File: config.mk
export PLATFORM = sky130hd
export DESIGN_NAME = ts_mode_config
export DESIGN_NICKNAME = d
export VERILOG_FILES = /design/src/ts_pkg.sv /design/src/ts_mode_config.sv /design/src/ts_i2c_port.sv
export VERILOG_INCLUDE_DIRS = /design/src
export SDC_FILE = /design/constraint.sdc
export NUM_CORES = 1
export LEC_CHECK = 0
export BUFFER_PORTS_ARGS = -buffer_cell sky130_fd_sc_hd__buf_4
export CORE_ASPECT_RATIO = 0.9
export CORE_MARGIN = 2
export CORE_UTILIZATION = 55
export DETAILED_ROUTE_END_ITERATION = 7
export PLACE_DENSITY = 0.76
export SYNTH_ARGS = -nofsm -noshare
export SYNTH_HDL_FRONTEND = slang
export SYNTH_SLANG_ARGS = --single-unit
File: constraint.sdc
create_clock -name ref_clk -period 2.1 [get_ports ref_clk]
set_input_delay 0.105 -clock ref_clk [delete_from_list [all_inputs] [get_ports ref_clk]]
set_output_delay 0.105 -clock ref_clk [all_outputs]
set_load 0.01 [all_outputs]
File: src/ts_regs.svh
`ifndef TS_REGS_SVH
`define TS_REGS_SVH

// Register addresses on the serial port.
`define TS_ADDR_FLAGS 8'h01
`define TS_ADDR_SET_A 8'h80
`define TS_ADDR_SET_B 8'h81

// Settings reset values: streaming, watchdog on, all options off.
`define TS_SET_A_RST 16'h0000
`define TS_SET_B_RST 16'h0000

// Settings word A fields.
`define TS_A_DEBUG   3
`define TS_A_STABLE  4
`define TS_A_FREEZE  5
`define TS_A_WATCHDOG_DISABLE 8
`define TS_A_EVENT   9
`define TS_A_BETA    11:10
`define TS_A_ACF     13:12

// Settings word B fields.
`define TS_B_RATE    2:0
`define TS_B_WAKE2   3
`define TS_B_PADCLR  4
`define TS_B_ACK     8
`define TS_B_OFF     9
`define TS_B_BIAS    10
`define TS_B_FLOAT   11
`define TS_B_HALT    12
`define TS_B_SPREAD  13
`define TS_B_SLOW    14

// Serial device address (arbitrary value).
`define TS_I2C_ADDR 7'h44

// Timing.
`define TS_CLK_HZ        20000000
`define TS_CLK_NS        50
`define TS_XFER_FAST_HZ  2000000
`define TS_XFER_SLOW_HZ  1000000
`define TS_COMMS_TIME_NS 2560000
`define TS_WDT_TIME_NS   100000000

`endif

File: src/ts_pkg.sv
package ts_pkg;

    typedef enum logic [5:0] {
        TS_IDLE  = 6'b000001,
        TS_ADDR  = 6'b000010,
        TS_ACK   = 6'b000100,
        TS_WRITE = 6'b001000,
        TS_READ  = 6'b010000,
        TS_RACK  = 6'b100000
    } ts_i2c_state_type;

    typedef struct packed {
        logic             scl1;
        logic             scl2;
        logic             scl3;
        logic             sda1;
        logic             sda2;
        logic             sda3;
        ts_i2c_state_type st;
        logic [3:0]       cnt;
        logic [7:0]       sh;
        logic             rw;
        logic             sel;
        logic             ptr_ok;
        logic             hi;
        logic             ack;
        logic             drv_n;
        logic [7:0]       ptr;
        logic             wr_en;
        logic             wr_hi;
        logic [7:0]       wr_addr;
        logic [7:0]       wr_data;
        logic             done;
        logic             act;
    } ts_i2c_reg_type;

    typedef struct packed {
        logic [15:0] set_a;
        logic [15:0] set_b;
        logic        show_reset;
        logic        rdy1;
        logic        rdy2;
        logic        rdy3;
        logic        rdy_rel;
        logic        ev_pend;
        logic [23:0] win_cnt;
        logic [23:0] wdt_cnt;
        logic [2:0]  seg_cnt;
        logic        seg_go;
        logic [4:0]  div_cnt;
        logic        xfer_tick;
        logic        pad_clr;
        logic        dev_rst;
        logic        track_en;
        logic        adjust_go;
    } ts_cfg_reg_type;

endpackage

File: src/ts_mode_config.sv
`timescale 1ns/1ps
`include "ts_regs.svh"

// How it works
// RQ1: Tuning suppresses windows unless debug bit set; the code does this in streaming mode only, event mode ignores tuning.
// RQ2: Host pulling ready low forces a window.
// RQ3: Stability bit lengthens analogue settling time.
// RQ4: Freeze holds averages, blocks reseed and retune.
// RQ5: Watchdog resets on silence unless disabled.
// RQ6: Streaming by default; event bit limits windows.
// RQ7: Each qualifying event pulses ready low once.
// RQ8: Trackpad touch forces window every charge cycle.
// RQ9: Host polls or uses ready handshake.
// RQ10: Two-bit field picks average tracking speed.
// RQ11: Count filter select; enabling lengthens sampling.
// RQ12: Wake-both bit wakes on either direction.
// RQ13: Autoclear bit clears pad flags per window.
// RQ14: Full-scan segments every N low-power periods.
// RQ15: Reset flag set after every reset.
// RQ16: Writing acknowledge bit clears reset flag.
// RQ17: Off mode powers down; data line wakes.
// RQ18: Bias bit selects higher receive bias current.
// RQ19: Float bit floats idle lines, else grounded.
// RQ20: Halt bit stops conversions; ready toggle resumes.
// RQ21: Spread bit charges self and receive pins.
// RQ22: Pad transfer 2 MHz, slow bit 1 MHz.

module ts_mode_config
    import ts_pkg::*;
#(
    parameter int unsigned COMMS_CYCLES = `TS_COMMS_TIME_NS / `TS_CLK_NS,
    parameter int unsigned WDT_CYCLES   = `TS_WDT_TIME_NS / `TS_CLK_NS
) (
    input  wire logic       ref_clk,
    input  wire logic       rstn,
    input  wire logic       scl_in,
    input  wire logic       sda_in,
    output logic            sda_out,
    output logic            sda_oe_n,
    input  wire logic       rdy_in,
    output logic            rdy_out,
    output logic            rdy_oe_n,
    input  wire logic       cycle_done,
    input  wire logic       tuning_active,
    input  wire logic       pad_touch,
    input  wire logic [9:0] event_pulse,
    input  wire logic       filter_halt,
    input  wire logic       adjust_req,
    input  wire logic       low_power,
    input  wire logic       lp_tick,
    output logic            settle_long,
    output logic            track_en,
    output logic            adjust_go,
    output logic [1:0]      average_track_speed,
    output logic [1:0]      count_filter_select,
    output logic            sample_long,
    output logic            wake_both,
    output logic            pad_flag_clear,
    output logic            full_scan_go,
    output logic            power_down,
    output logic            conv_halt,
    output logic            bias_high,
    output logic            idle_line_float,
    output logic            spread_self_channel,
    output logic            xfer_tick,
    output logic            dev_reset,
    output logic            show_reset
);

    localparam logic [4:0] FAST_DIV = 5'(`TS_CLK_HZ / `TS_XFER_FAST_HZ);
    localparam logic [4:0] SLOW_DIV = 5'(`TS_CLK_HZ / `TS_XFER_SLOW_HZ);
    localparam logic [23:0] COMMS_LAST = 24'(COMMS_CYCLES - 1);
    localparam logic [23:0] WDT_LAST   = 24'(WDT_CYCLES - 1);

    ts_cfg_reg_type q;
    ts_cfg_reg_type d;
    logic           wr_en;
    logic           wr_hi;
    logic [7:0]     wr_addr;
    logic [7:0]     wr_data;
    logic [7:0]     rd_addr;
    logic           rd_hi;
    logic [7:0]     rd_byte;
    logic [15:0]    rd_word;
    logic [15:0]    flags_word;
    logic           done;
    logic           sda_act;
    logic           ev_any;
    logic           rdy_fall;
    logic           rdy_edge;
    logic           open_req;
    logic           host_force;
    logic           soft_rst;
    logic [2:0]     seg_next;
    logic [4:0]     div_last;

    ts_i2c_port u_port (
        .ref_clk  (ref_clk),
        .rstn     (rstn),
        .scl_in   (scl_in),
        .sda_in   (sda_in),
        .rd_byte  (rd_byte),
        .sda_out  (sda_out),
        .sda_oe_n (sda_oe_n),
        .wr_en    (wr_en),
        .wr_hi    (wr_hi),
        .wr_addr  (wr_addr),
        .wr_data  (wr_data),
        .rd_addr  (rd_addr),
        .rd_hi    (rd_hi),
        .done     (done),
        .sda_act  (sda_act)
    );

    // Reset flag in bit 7, halt in bit 1, tuning in bit 0; pending event above.
    assign flags_word = {7'h00, q.ev_pend, q.show_reset, 5'h00,
                         q.set_b[`TS_B_HALT], tuning_active};
    assign rd_word = (rd_addr == `TS_ADDR_FLAGS) ? flags_word :
                     (rd_addr == `TS_ADDR_SET_A) ? q.set_a :
                     (rd_addr == `TS_ADDR_SET_B) ? q.set_b : 16'h0000;
    assign rd_byte = rd_hi ? rd_word[15:8] : rd_word[7:0];

    always_comb begin
        d           = q;
        d.pad_clr   = 1'b0;
        d.dev_rst   = 1'b0;
        d.seg_go    = 1'b0;
        d.xfer_tick = 1'b0;
        d.rdy1      = rdy_in;
        d.rdy2      = q.rdy1;
        d.rdy3      = q.rdy2;
        rdy_fall    = q.rdy3 & ~q.rdy2;
        rdy_edge    = q.rdy3 ^ q.rdy2;
        ev_any      = |event_pulse;
        soft_rst    = 1'b0;

        if (wr_en && wr_addr == `TS_ADDR_SET_A) begin
            if (wr_hi) begin
                d.set_a[15:8] = wr_data;
            end else begin
                d.set_a[7:0] = wr_data;
            end
        end
        if (wr_en && wr_addr == `TS_ADDR_SET_B) begin
            if (wr_hi) begin
                d.set_b[15:8] = wr_data;
                // The acknowledge bit is a strobe and never reads back.
                d.set_b[`TS_B_ACK] = 1'b0;
                if (wr_data[`TS_B_ACK - 8]) begin
                    d.show_reset = 1'b0; // RQ16
                end
            end else begin
                d.set_b[7:0] = wr_data;
            end
        end

        // The host resumes from halt by toggling ready while we leave it alone.
        if (q.set_b[`TS_B_HALT] && q.rdy_rel && rdy_edge) begin
            d.set_b[`TS_B_HALT] = 1'b0; // RQ20
        end

        open_req = cycle_done && !q.set_b[`TS_B_HALT] && !q.set_b[`TS_B_OFF] &&
                   (q.set_a[`TS_A_EVENT] ?
                    (q.ev_pend || ev_any || pad_touch) : // RQ7 RQ8
                    (!tuning_active || q.set_a[`TS_A_DEBUG])); // RQ1 RQ6
        host_force = rdy_fall && q.rdy_rel && !q.set_b[`TS_B_HALT] &&
                     !q.set_b[`TS_B_OFF]; // RQ2

        d.ev_pend = q.ev_pend | ev_any;
        if (!q.rdy_rel) begin
            d.win_cnt = q.win_cnt + 24'h000001;
            if (done || q.win_cnt == COMMS_LAST) begin
                // An unanswered window lapses and its data is dropped.
                d.rdy_rel = 1'b1;
                d.win_cnt = 24'h000000;
                d.pad_clr = done & q.set_b[`TS_B_PADCLR]; // RQ13
            end
        end else if (open_req || host_force) begin
            d.rdy_rel = 1'b0;
            d.ev_pend = 1'b0;
        end

        if (done || q.set_a[`TS_A_WATCHDOG_DISABLE] || q.set_b[`TS_B_OFF]) begin
            d.wdt_cnt = 24'h000000; // RQ5
        end else if (q.wdt_cnt == WDT_LAST) begin
            soft_rst = 1'b1; // RQ5
        end else begin
            d.wdt_cnt = q.wdt_cnt + 24'h000001;
        end
        if (q.set_b[`TS_B_OFF] && sda_act) begin
            soft_rst = 1'b1; // RQ17
        end

        seg_next = q.seg_cnt + 3'h1;
        if (low_power && lp_tick) begin
            d.seg_cnt = seg_next;
            // A rate of zero is taken as a segment on every period.
            if (seg_next >= q.set_b[`TS_B_RATE]) begin
                d.seg_cnt = 3'h0;
                d.seg_go  = ~q.set_b[`TS_B_HALT]; // RQ14
            end
        end

        div_last = (q.set_b[`TS_B_SLOW] ? SLOW_DIV : FAST_DIV) - 5'h01; // RQ22
        if (q.div_cnt >= div_last) begin
            d.div_cnt   = 5'h00;
            d.xfer_tick = ~q.set_b[`TS_B_HALT] & ~q.set_b[`TS_B_OFF];
        end else begin
            d.div_cnt = q.div_cnt + 5'h01;
        end

        d.track_en  = ~q.set_a[`TS_A_FREEZE] & ~filter_halt; // RQ4 RQ10
        d.adjust_go = adjust_req & ~q.set_a[`TS_A_FREEZE]; // RQ4

        // Register contents are lost on every device reset.
        if (soft_rst) begin
            d.set_a      = `TS_SET_A_RST;
            d.set_b      = `TS_SET_B_RST;
            d.show_reset = 1'b1; // RQ15
            d.rdy_rel    = 1'b1;
            d.ev_pend    = 1'b0;
            d.win_cnt    = 24'h000000;
            d.wdt_cnt    = 24'h000000;
            d.dev_rst    = 1'b1;
            d.adjust_go  = 1'b0;
        end
    end

    always_ff @(posedge ref_clk) begin
        if (!rstn) begin
            q            <= '0;
            q.set_a      <= `TS_SET_A_RST;
            q.set_b      <= `TS_SET_B_RST;
            q.show_reset <= 1'b1; // RQ15
            q.rdy_rel    <= 1'b1;
            q.rdy1       <= 1'b1;
            q.rdy2       <= 1'b1;
            q.rdy3       <= 1'b1;
        end else begin
            q <= d;
        end
    end

    assign rdy_out             = 1'b0;
    assign rdy_oe_n            = q.rdy_rel;
    assign settle_long         = q.set_a[`TS_A_STABLE]; // RQ3
    assign track_en            = q.track_en;
    assign adjust_go           = q.adjust_go;
    assign average_track_speed = q.set_a[`TS_A_BETA]; // RQ10
    assign count_filter_select = q.set_a[`TS_A_ACF]; // RQ11
    assign sample_long         = |q.set_a[`TS_A_ACF]; // RQ11
    assign wake_both           = q.set_b[`TS_B_WAKE2]; // RQ12
    assign pad_flag_clear      = q.pad_clr;
    assign full_scan_go        = q.seg_go;
    assign power_down          = q.set_b[`TS_B_OFF]; // RQ17
    assign conv_halt           = q.set_b[`TS_B_HALT]; // RQ20
    assign bias_high           = q.set_b[`TS_B_BIAS]; // RQ18
    assign idle_line_float     = q.set_b[`TS_B_FLOAT]; // RQ19
    assign spread_self_channel = q.set_b[`TS_B_SPREAD]; // RQ21
    assign xfer_tick           = q.xfer_tick;
    assign dev_reset           = q.dev_rst;
    assign show_reset          = q.show_reset;
endmodule // ts_mode_config

File: src/ts_i2c_port.sv
`timescale 1ns/1ps
`include "ts_regs.svh"

module ts_i2c_port
    import ts_pkg::*;
#(
    parameter logic [6:0] DEV_ADDR = `TS_I2C_ADDR
) (
    input  wire logic       ref_clk,
    input  wire logic       rstn,
    input  wire logic       scl_in,
    input  wire logic       sda_in,
    input  wire logic [7:0] rd_byte,
    output logic            sda_out,
    output logic            sda_oe_n,
    output logic            wr_en,
    output logic            wr_hi,
    output logic [7:0]      wr_addr,
    output logic [7:0]      wr_data,
    output logic [7:0]      rd_addr,
    output logic            rd_hi,
    output logic            done,
    output logic            sda_act
);

    ts_i2c_reg_type q;
    ts_i2c_reg_type d;
    logic           rise;
    logic           fall;

    always_comb begin
        d       = q;
        d.wr_en = 1'b0;
        d.done  = 1'b0;
        d.scl1  = scl_in;
        d.scl2  = q.scl1;
        d.scl3  = q.scl2;
        d.sda1  = sda_in;
        d.sda2  = q.sda1;
        d.sda3  = q.sda2;
        rise    = q.scl2 & ~q.scl3;
        fall    = ~q.scl2 & q.scl3;
        d.act   = ~q.sda2 & q.sda3;
        if (q.scl2 && q.scl3 && !q.sda2 && q.sda3) begin
            d.st     = TS_ADDR;
            d.cnt    = 4'h0;
            d.drv_n  = 1'b1;
            d.ptr_ok = 1'b0;
            d.sel    = 1'b0;
        end else if (q.scl2 && q.scl3 && q.sda2 && !q.sda3) begin
            // A stop closes a transfer; only one addressed to us counts as valid.
            d.st    = TS_IDLE;
            d.drv_n = 1'b1;
            d.done  = q.sel;
            d.sel   = 1'b0;
        end else begin
            unique case (q.st)
                TS_IDLE: begin
                end
                TS_ADDR: begin
                    if (rise) begin
                        d.sh  = {q.sh[6:0], q.sda2};
                        d.cnt = q.cnt + 4'h1;
                    end else if (fall && q.cnt == 4'h8) begin
                        if (q.sh[7:1] == DEV_ADDR) begin
                            d.st    = TS_ACK;
                            d.drv_n = 1'b0;
                            d.rw    = q.sh[0];
                            d.sel   = 1'b1;
                        end else begin
                            d.st = TS_IDLE;
                        end
                    end
                end
                TS_ACK: begin
                    if (fall) begin
                        d.drv_n = 1'b1;
                        d.cnt   = 4'h0;
                        d.st    = TS_WRITE;
                        if (q.rw) begin
                            d.st    = TS_READ;
                            d.drv_n = rd_byte[7];
                            d.sh    = {rd_byte[6:0], 1'b0};
                            d.cnt   = 4'h1;
                        end
                    end
                end
                TS_WRITE: begin
                    if (rise) begin
                        d.sh  = {q.sh[6:0], q.sda2};
                        d.cnt = q.cnt + 4'h1;
                    end else if (fall && q.cnt == 4'h8) begin
                        d.st    = TS_ACK;
                        d.drv_n = 1'b0;
                        if (q.ptr_ok) begin
                            d.wr_en   = 1'b1;
                            d.wr_addr = q.ptr;
                            d.wr_hi   = q.hi;
                            d.wr_data = q.sh;
                            d.hi      = ~q.hi;
                            d.ptr     = q.ptr + {7'h00, q.hi};
                        end else begin
                            d.ptr    = q.sh;
                            d.hi     = 1'b0;
                            d.ptr_ok = 1'b1;
                        end
                    end
                end
                TS_READ: begin
                    if (fall) begin
                        if (q.cnt == 4'h8) begin
                            d.drv_n = 1'b1;
                            d.st    = TS_RACK;
                            d.hi    = ~q.hi;
                            d.ptr   = q.ptr + {7'h00, q.hi};
                        end else begin
                            d.drv_n = q.sh[7];
                            d.sh    = {q.sh[6:0], 1'b0};
                            d.cnt   = q.cnt + 4'h1;
                        end
                    end
                end
                TS_RACK: begin
                    if (rise) begin
                        d.ack = ~q.sda2;
                    end else if (fall) begin
                        d.st = TS_IDLE;
                        if (q.ack) begin
                            d.st    = TS_READ;
                            d.drv_n = rd_byte[7];
                            d.sh    = {rd_byte[6:0], 1'b0};
                            d.cnt   = 4'h1;
                        end
                    end
                end
                default: begin
                    d.st    = TS_IDLE;
                    d.drv_n = 1'b1;
                end
            endcase
        end
    end

    always_ff @(posedge ref_clk) begin
        if (!rstn) begin
            q       <= '0;
            q.st    <= TS_IDLE;
            q.drv_n <= 1'b1;
        end else begin
            q <= d;
        end
    end

    assign sda_out  = 1'b0;
    assign sda_oe_n = q.drv_n;
    assign wr_en    = q.wr_en;
    assign wr_hi    = q.wr_hi;
    assign wr_addr  = q.wr_addr;
    assign wr_data  = q.wr_data;
    assign rd_addr  = q.ptr;
    assign rd_hi    = q.hi;
    assign done     = q.done;
    assign sda_act  = q.act;

endmodule // ts_i2c_port

==> summary.txt, run 1 <==
Run status
  • Status: finished clean

STA
  • Min Tclk post-route: 2.067 ns
  • Worst setup margin: 0.03330 ns
  • F_max: between 400 and 500 MHz
  • Max Slew Vio Count: 0
  • Layout Skew: between 0.007 and 0.008 ns
  • Final Cycle Share: 98.41%
  • Worst relative slew slack: 62.78%
  • Final setup vio count: 0
  • RSZ-0062 raised after global routing: yes
  • Fin. Hold Viols: 0
  • Tightest Pin Transition: between 0.5 and 0.6 ns

Global route
  • Vias in the first global route: 6376
  • First-pass GRT wire length: 31170 um
  • GR Overflow Total: 0
  • All-Layer GR Usage: 26.89%
  • Initial antenna violation count: 0
  • Pin count of the biggest net entering global routing: 34

Power
  • VDD IR max: 0.5991 mV
  • Pwr Total: 0.006927 W
  • PD cells: 772.2 mW/mm^2
  • P_leak: 3.483 nW

Floorplanning
  • # rows: 39
  • Die area: ~0.014 mm^2
  • Die width: 125.5 um
  • Die Y: 113.3 um
  • Core Box Area: roughly 0.013 mm^2
  • # IOs: 45
  • Initial Util: 56.92%

Worst setup path
  • Crit Path Class: flop to flop
  • Crit path from: u_port.q[43]$_SDFFE_PP0P_
  • Reg2reg end: u_port.q[36]$_SDFFE_PN0P_
  • Critical Path Sink: u_port.q[36]$_SDFFE_PN0P_
  • CP required: 2.46 ns
  • Reg-to-reg slack, setup: roughly 0.033 ns
  • Worst EP arrival: approximately 2.4 ns
  • Setup crit start kind: flop
  • Crit. End Element: flop
  • RR Startpoint: u_port.q[43]$_SDFFE_PP0P_
  • Reg2reg path depth: 8
  • CP max FO: 7

Routing
  • DRC errors left: 0
  • Drt wl/cell: 16.95 um
  • DRT iter0 DRCs: roughly 550
  • Pre-antenna DRT Iters: 5
  • Routed Antenna Nets: 0
  • Total number of vias: between 6000 and 7000
  • Via/cell ratio: 5.748
  • Final wirelength: 18720 um

Synthesis
  • Synthesized instance count: 835
  • Mapped Area: around 0.0073 mm^2
  • Sequential-to-total area share from yosys stat: between 40% and 50%
  • Post-synth EDFFs: 0
  • Post-synth ARST share: 0%
  • Synth cell types: 78
  • Avg Cell Area, Syn: roughly 9 um^2
  • Ys Warns: 0
  • Ys flop type: dfxtp_1
  • Post-synthesis register bit count: 157

Clock network
  • Clk sinks: 157
  • Later-pin clock latency in the skew report: around 0.42 ns
  • CTS tree: built
  • H-tree Lvls: 4
  • Longest Clk Path Bufs: 2
  • Clock Tree Root: clkbuf_16
  • Number of CTS-inserted buffers: 17
  • Clock slew at reported path FFs: 0.06 ns

Finish
  • Area grow syn2layout: 22.80%
  • Layout Utilization: 69.89%
  • Nets: 965
  • N_diodes: 0
  • Share of cells above drive strength 1: 20.53%
  • Leading cell type in the layout, fill and taps excluded: dfxtp_1
  • Final std cells w/o fill: roughly 1100
  • # fillers: 945
  • Most frequent cells in the layout: 152 x dfxtp_1, 120 x nor2_1, 103 x buf_4

Placed design
  • Post-DP HPWL: 13010 um
  • Gpl congestion: 0.8589
  • IO Port Bufs: 42
  • Placement Setup Slack: -0.1053 ns
  • Placed cell count: between 1000 and 1500

Min path
  • Hold Crit Class: primary input to flop

Job
  • Max-Cap Viols: 0
[cell families after synthesis]
logic type | Yosys count | synth area share, %
buffers and inverters | 59 | 3.734
adders and majority gates | 15 | 2.569
xor gates and xnor gates | 50 | 5.995
AOI/OAI and AO/OA | 135 | 12.49
muxes | 35 | 5.824
DFF | 157 | 43.03
and+or+nand+nor | 383 | 26.31
other | 1 | 0.05134
[per-stage QoR]
| stage | hold slack [ns] | setup TNS, ns | area [um^2] |
|---|---|---|---|
| detailed placement | 0.2663 | -0.8132 | 8050 |
| CTS | 0.1119 | 0 | 8808 |
| floorplan | 0.1761 | 0 | 7308 |
| finish | 0.1187 | 0 | 8970 |
| global route | 0.1381 | -0.1781 | 8970 |
| global placement | 0.2619 | -0.1359 | 8050 |
[area by class of cell]
class                      instances  area [um^2]  area share, %
multi-input combinational        620         4009          44.69
inverter                          17        63.81         0.7114
sequential                       157         3149          35.11
clock inverter                     9        133.9          1.493
clock buffer                      22        484.2          5.398
tap                              164        205.2          2.288
timing repair buffer             115        924.6          10.31
[routing by layer]
| metal | global-route usage, % | vias to the layer above | wire, um |
|---|---|---|---|
| met5 | 0 | - | 0 |
| met4 | 8.074 | 0 | 226 |
| met3 | 5.390 | 22 | 813 |
| met2 | 45.51 | 154 | 9167 |
| met1 | 34.92 | 3053 | 8508 |
| li1 | - | 3117 | - |
[worst min-delay path by stage]
stage	startpoint	to	slack, ns	depth (start not counted)
final	event_pulse[2]	flags_word[8]$_SDFF_PP0_	0.12	4
after CTS	event_pulse[2]	flags_word[8]$_SDFF_PP0_	0.11	4
after global routing	event_pulse[2]	flags_word[8]$_SDFF_PP0_	0.14	4
after detailed placement	filter_halt	track_en$_SDFF_PN0_	0.27	2
after global placement	filter_halt	track_en$_SDFF_PN0_	0.26	2
after floorplan	filter_halt	track_en$_SDFF_PN0_	0.18	1
[timing repair]
action / in CTS / in global routing
gates resized for setup: 4 / 26
pin swaps: 3 / 11
hold endpoints to repair: 7 / 0
buffers inserted: 5 / 6
endpoints found under the setup margin: 34 / 75
hold buffers: 8 / 0
gates cloned: 0 / 0
[worst max-delay path, stage by stage (launching register included)]
cell and delay, ns:
dfxtp_2 0.35, inv_2 0.05, ha_4 0.15, nand3b_1 0.20
nor4b_2 0.09, or4_4 0.54, a2111oi_4 0.30, buf_4 0.20
a22o_1 0.13
[synthesized netlist by cell type (all sizes together), types with 17 or more instances]
| cell | instances | area (um^2) |
|---|---|---|
| a21oi | 54 | 277.8 |
| buf | 18 | 118.9 |
| clkbuf | 24 | 90.09 |
| dfxtp | 157 | 3143 |
| inv | 17 | 63.81 |
| mux2i | 29 | 290.3 |
| nand2 | 97 | 364.1 |
| nand3 | 31 | 155.2 |
| nand4 | 17 | 106.4 |
| nor2 | 122 | 468.0 |
| nor3 | 21 | 130.1 |
| o21ai | 23 | 122.6 |
| xnor2 | 19 | 166.4 |
| xor2 | 31 | 271.5 |
[registers in the layout, summed over array words and instances, names as in the netlist, 2 cells and up]
name                 count
u_port.rd_addr           8
average_track_speed      2
u_port.q                24
d                        2
u_port.wr_addr           8
count_filter_select      2
u_port.wr_data           8
u_port.d                 4
q                       77
[report_power, final]
part / leakage [nW] / total, W / internal (W) / switching, W
registers: 1.27 / 0.00307 / 0.00302 / 0.0000447
logic: 1.92 / 0.000645 / 0.000297 / 0.000348
clock network: 0.291 / 0.00321 / 0.00199 / 0.00122
total: 3.48 / 0.00693 / 0.00531 / 0.00161
Power figures use the tool's default switching activity.
==> run 2, diff against run 1 <==
--- a/config.mk
+++ b/config.mk
@@ -9,9 +9,11 @@
 export BUFFER_PORTS_ARGS = -buffer_cell sky130_fd_sc_hd__buf_4
 export CORE_ASPECT_RATIO = 0.9
 export CORE_MARGIN = 2
-export CORE_UTILIZATION = 55
+export CORE_UTILIZATION = 60
+export CTS_BUF_LIST = sky130_fd_sc_hd__clkbuf_8
 export DETAILED_ROUTE_END_ITERATION = 7
-export PLACE_DENSITY = 0.76
+export PLACE_DENSITY = 0.79
+export SKIP_LAST_GASP = 1
 export SYNTH_ARGS = -nofsm -noshare
 export SYNTH_HDL_FRONTEND = slang
 export SYNTH_SLANG_ARGS = --single-unit
==> constraint.sdc (replaced) <==
create_clock -name ref_clk -period 2.6 [get_ports ref_clk]
set_input_delay 0.13 -clock ref_clk [delete_from_list [all_inputs] [get_ports ref_clk]]
set_output_delay 0.13 -clock ref_clk [all_outputs]
set_load 0.01 [all_outputs]
==> run 2 against run 1 <==
Critical endpoint is now u_port.q[41]$_SDFFE_PN0P_. First-iteration DRC count grew 3.1%. Combinational power shrank 42%. Largest power group is now registers. Die area shrank 8.1%. Final cell count shrank 5.1%. Critical path depth shrank 1. Non-clock buffer count shrank 53.
==> summary.txt, run 2 (same netlist as run 1, synthesis figures left out) <==
Run status
  • Status: finished clean

Floorplanning
  • # rows: 38 (-2.6%)
  • Initial Util: 60.96% (+4.0 points)
  • # IOs: 45 (unchanged)
  • Core Box Area: 0.01198 mm^2 (-6.6%)
  • Die Y: 108.7 um (-4.1%)
  • Die width: 120.3 um (-4.1%)
  • Die area: 0.01307 mm^2 (-8.1%)

STA
  • Worst relative slew slack: 36.51% (-26 points)
  • Max Slew Vio Count: 0 (unchanged)
  • Final setup vio count: 0 (unchanged)
  • Final Cycle Share: 89.60% (-8.8 points)
  • F_max: 429.3 MHz (-11%)
  • Min Tclk post-route: 2.330 ns (+0.2628 ns)
  • Layout Skew: 0.008361 ns (+0.001090 ns)
  • Tightest Pin Transition: 0.9518 ns (+0.3949 ns)
  • Fin. Hold Viols: 0 (unchanged)
  • RSZ-0062 raised after global routing: no
  • Final hold slack: 0.05160 ns (-0.06711 ns)
  • TNS Setup: 0 ns (unchanged)

Finish
  • Leading cell type in the layout, fill and taps excluded: dfxtp_1
  • Max reg flops: 77 (unchanged)
  • Register Area: 0.003143 mm^2 (-0.20%)
  • # fillers: 961 (+1.7%)
  • Biggest regs: q x77, u_port.q x24
  • Largest Register: q
  • Share of cells above drive strength 1: 13.29% (-7.2 points)
  • Nets: 912 (-5.5%)
  • Most frequent cells in the layout: 157 x dfxtp_1, 120 x nor2_1, 97 x nand2_1
  • Layout Utilization: 68.84% (-1.1 points)
  • Area grow syn2layout: 12.92%
  • Multi-input logic area: 0.003899 mm^2 (-2.7%)
  • N_diodes: 0 (unchanged)

Worst setup path
  • Setup crit start kind: flop
  • RR Startpoint: u_port.q[42]$_SDFFE_PP0P_
  • Crit. End Element: flop
  • Crit path from: u_port.q[42]$_SDFFE_PP0P_
  • Crit Path Class: flop to flop
  • CP max FO: 7 (unchanged)
  • Worst EP arrival: 2.72 ns (+0.29 ns)
  • CP required: 2.99 ns (+0.53 ns)

Power
  • P_leak: 3.120 nW (-10%)
  • VDD IR max: 0.5336 mV (-11%)
  • PD cells: 597.9 mW/mm^2 (-23%)

Clock network
  • Number of CTS-inserted buffers: 17 (unchanged)
  • Clk sinks: 157 (unchanged)
  • Later-pin clock latency in the skew report: 0.44 ns (+0.02 ns)
  • Clock Tree Root: clkbuf_8
  • Clock slew at reported path FFs: 0.09 ns (+0.03 ns)
  • Longest Clk Path Bufs: 2 (unchanged)
  • H-tree Lvls: 4 (unchanged)
  • CTS tree: built

Routing
  • DRC errors left: 0 (unchanged)
  • DRT iter0 DRCs: 570 (+3.1%)
  • Final wirelength: 17130 um (-8.5%)
  • Via/cell ratio: 5.911 (+2.8%)
  • Total number of vias: 6195 (-2.4%)
  • Routed Antenna Nets: 0 (unchanged)
  • Pre-antenna DRT Iters: 5 (unchanged)
  • Drt wl/cell: 16.35 um (-3.6%)

Global route
  • Vias in the first global route: 5851 (-8.2%)
  • First-pass GRT wire length: 28140 um (-9.7%)
  • GR Overflow Total: 0 (unchanged)
  • Pin count of the biggest net entering global routing: 34 (unchanged)
  • All-Layer GR Usage: 27.01% (+0.12 points)
  • Initial antenna violation count: 0 (unchanged)

Min path
  • Hold path start: low_power
  • Hold Crit Class: primary input to flop

Placed design
  • Gpl congestion: 0.8921 (+3.9%)
  • IO Port Bufs: 42 (unchanged)
  • Post-DP HPWL: 11960 um (-8.0%)

Job
  • Max-Cap Viols: 0 (unchanged)
-- run 2: changes by cell type in the layout (fill, tap and decap cells not counted), sizes merged --
cell,previous run,this run
clkbuf,22,17
inv,18,20
clkinvlp,4,3
dlygate4sd3,8,9
bufinv,3,5
clkinv,1,4
buf,107,53
-- run 2: final cells by class --
cell class / instances / share of cell area [%]
clock buffers: 17 / 2.837
flip-flops and latches: 157 / 38.11
repair buffers: 62 / 5.916
clock inverters: 15 / 2.670
well taps: 160 / 2.427
inverters: 17 / 0.7737
multi-input cells: 620 / 47.27
-- run 2: per-stage QoR --
stage | worst slack, ns | power [W] | instance area (um^2) | instances
after global placement | 0.3685 | 0.002896 | 7697 | 1007
after detailed placement | 0.2762 | 0.002901 | 7697 | 1007
after CTS | 0.2634 | 0.004939 | 8242 | 1048
after global routing | 0.08495 | 0.005086 | 8248 | 1048
after floorplan | 0.5745 | 0.002806 | 7308 | 836
final | 0.2705 | 0.004932 | 8248 | 1048
-- run 2: final timing paths --
check | to | slack, ns | depth (start not counted)
max reg2reg | u_port.q[41]$_SDFFE_PN0P_ | 0.27 | 7
min | full_scan_go$_SDFF_PN0_ | 0.05 | 3
min reg2reg | q[64]$_SDFF_PN1_ | 0.44 | 2
max | u_port.q[41]$_SDFFE_PN0P_ | 0.27 | 7
-- run 2: layer usage --
layer | vias to the layer above | track usage (%) | wire [um]
met1 | 2989 | 35.29 | 7767
met5 | - | 0 | 0
met3 | 34 | 6.224 | 827
met4 | 0 | 9.635 | 362
met2 | 164 | 44.32 | 8175
li1 | 3008 | - | -
-- run 2: repair_timing --
item | in CTS | in global routing
endpoints found under the setup margin | 0 | 3
hold buffers | 9 | 0
setup buffers | 0 | 0
endpoints found under the hold margin | 7 | 0
gates resized for setup | 0 | 1
-- run 2: where the power goes --
group | switching (W) | total (W) | internal [W]
combinational | 0.000222 | 0.000372 | 0.000150
clock | 0.000926 | 0.00207 | 0.00114
sequential | 0.0000532 | 0.00249 | 0.00244
total | 0.00120 | 0.00493 | 0.00373
-- run 2: critical path: stages (launching register included) --
cell,delay (ns)
dfxtp_1,0.42
inv_1,0.08
ha_1,0.20
nand3b_1,0.22
nor4b_1,0.10
or4_4,0.53
a2111oi_4,0.50
a22o_1,0.23
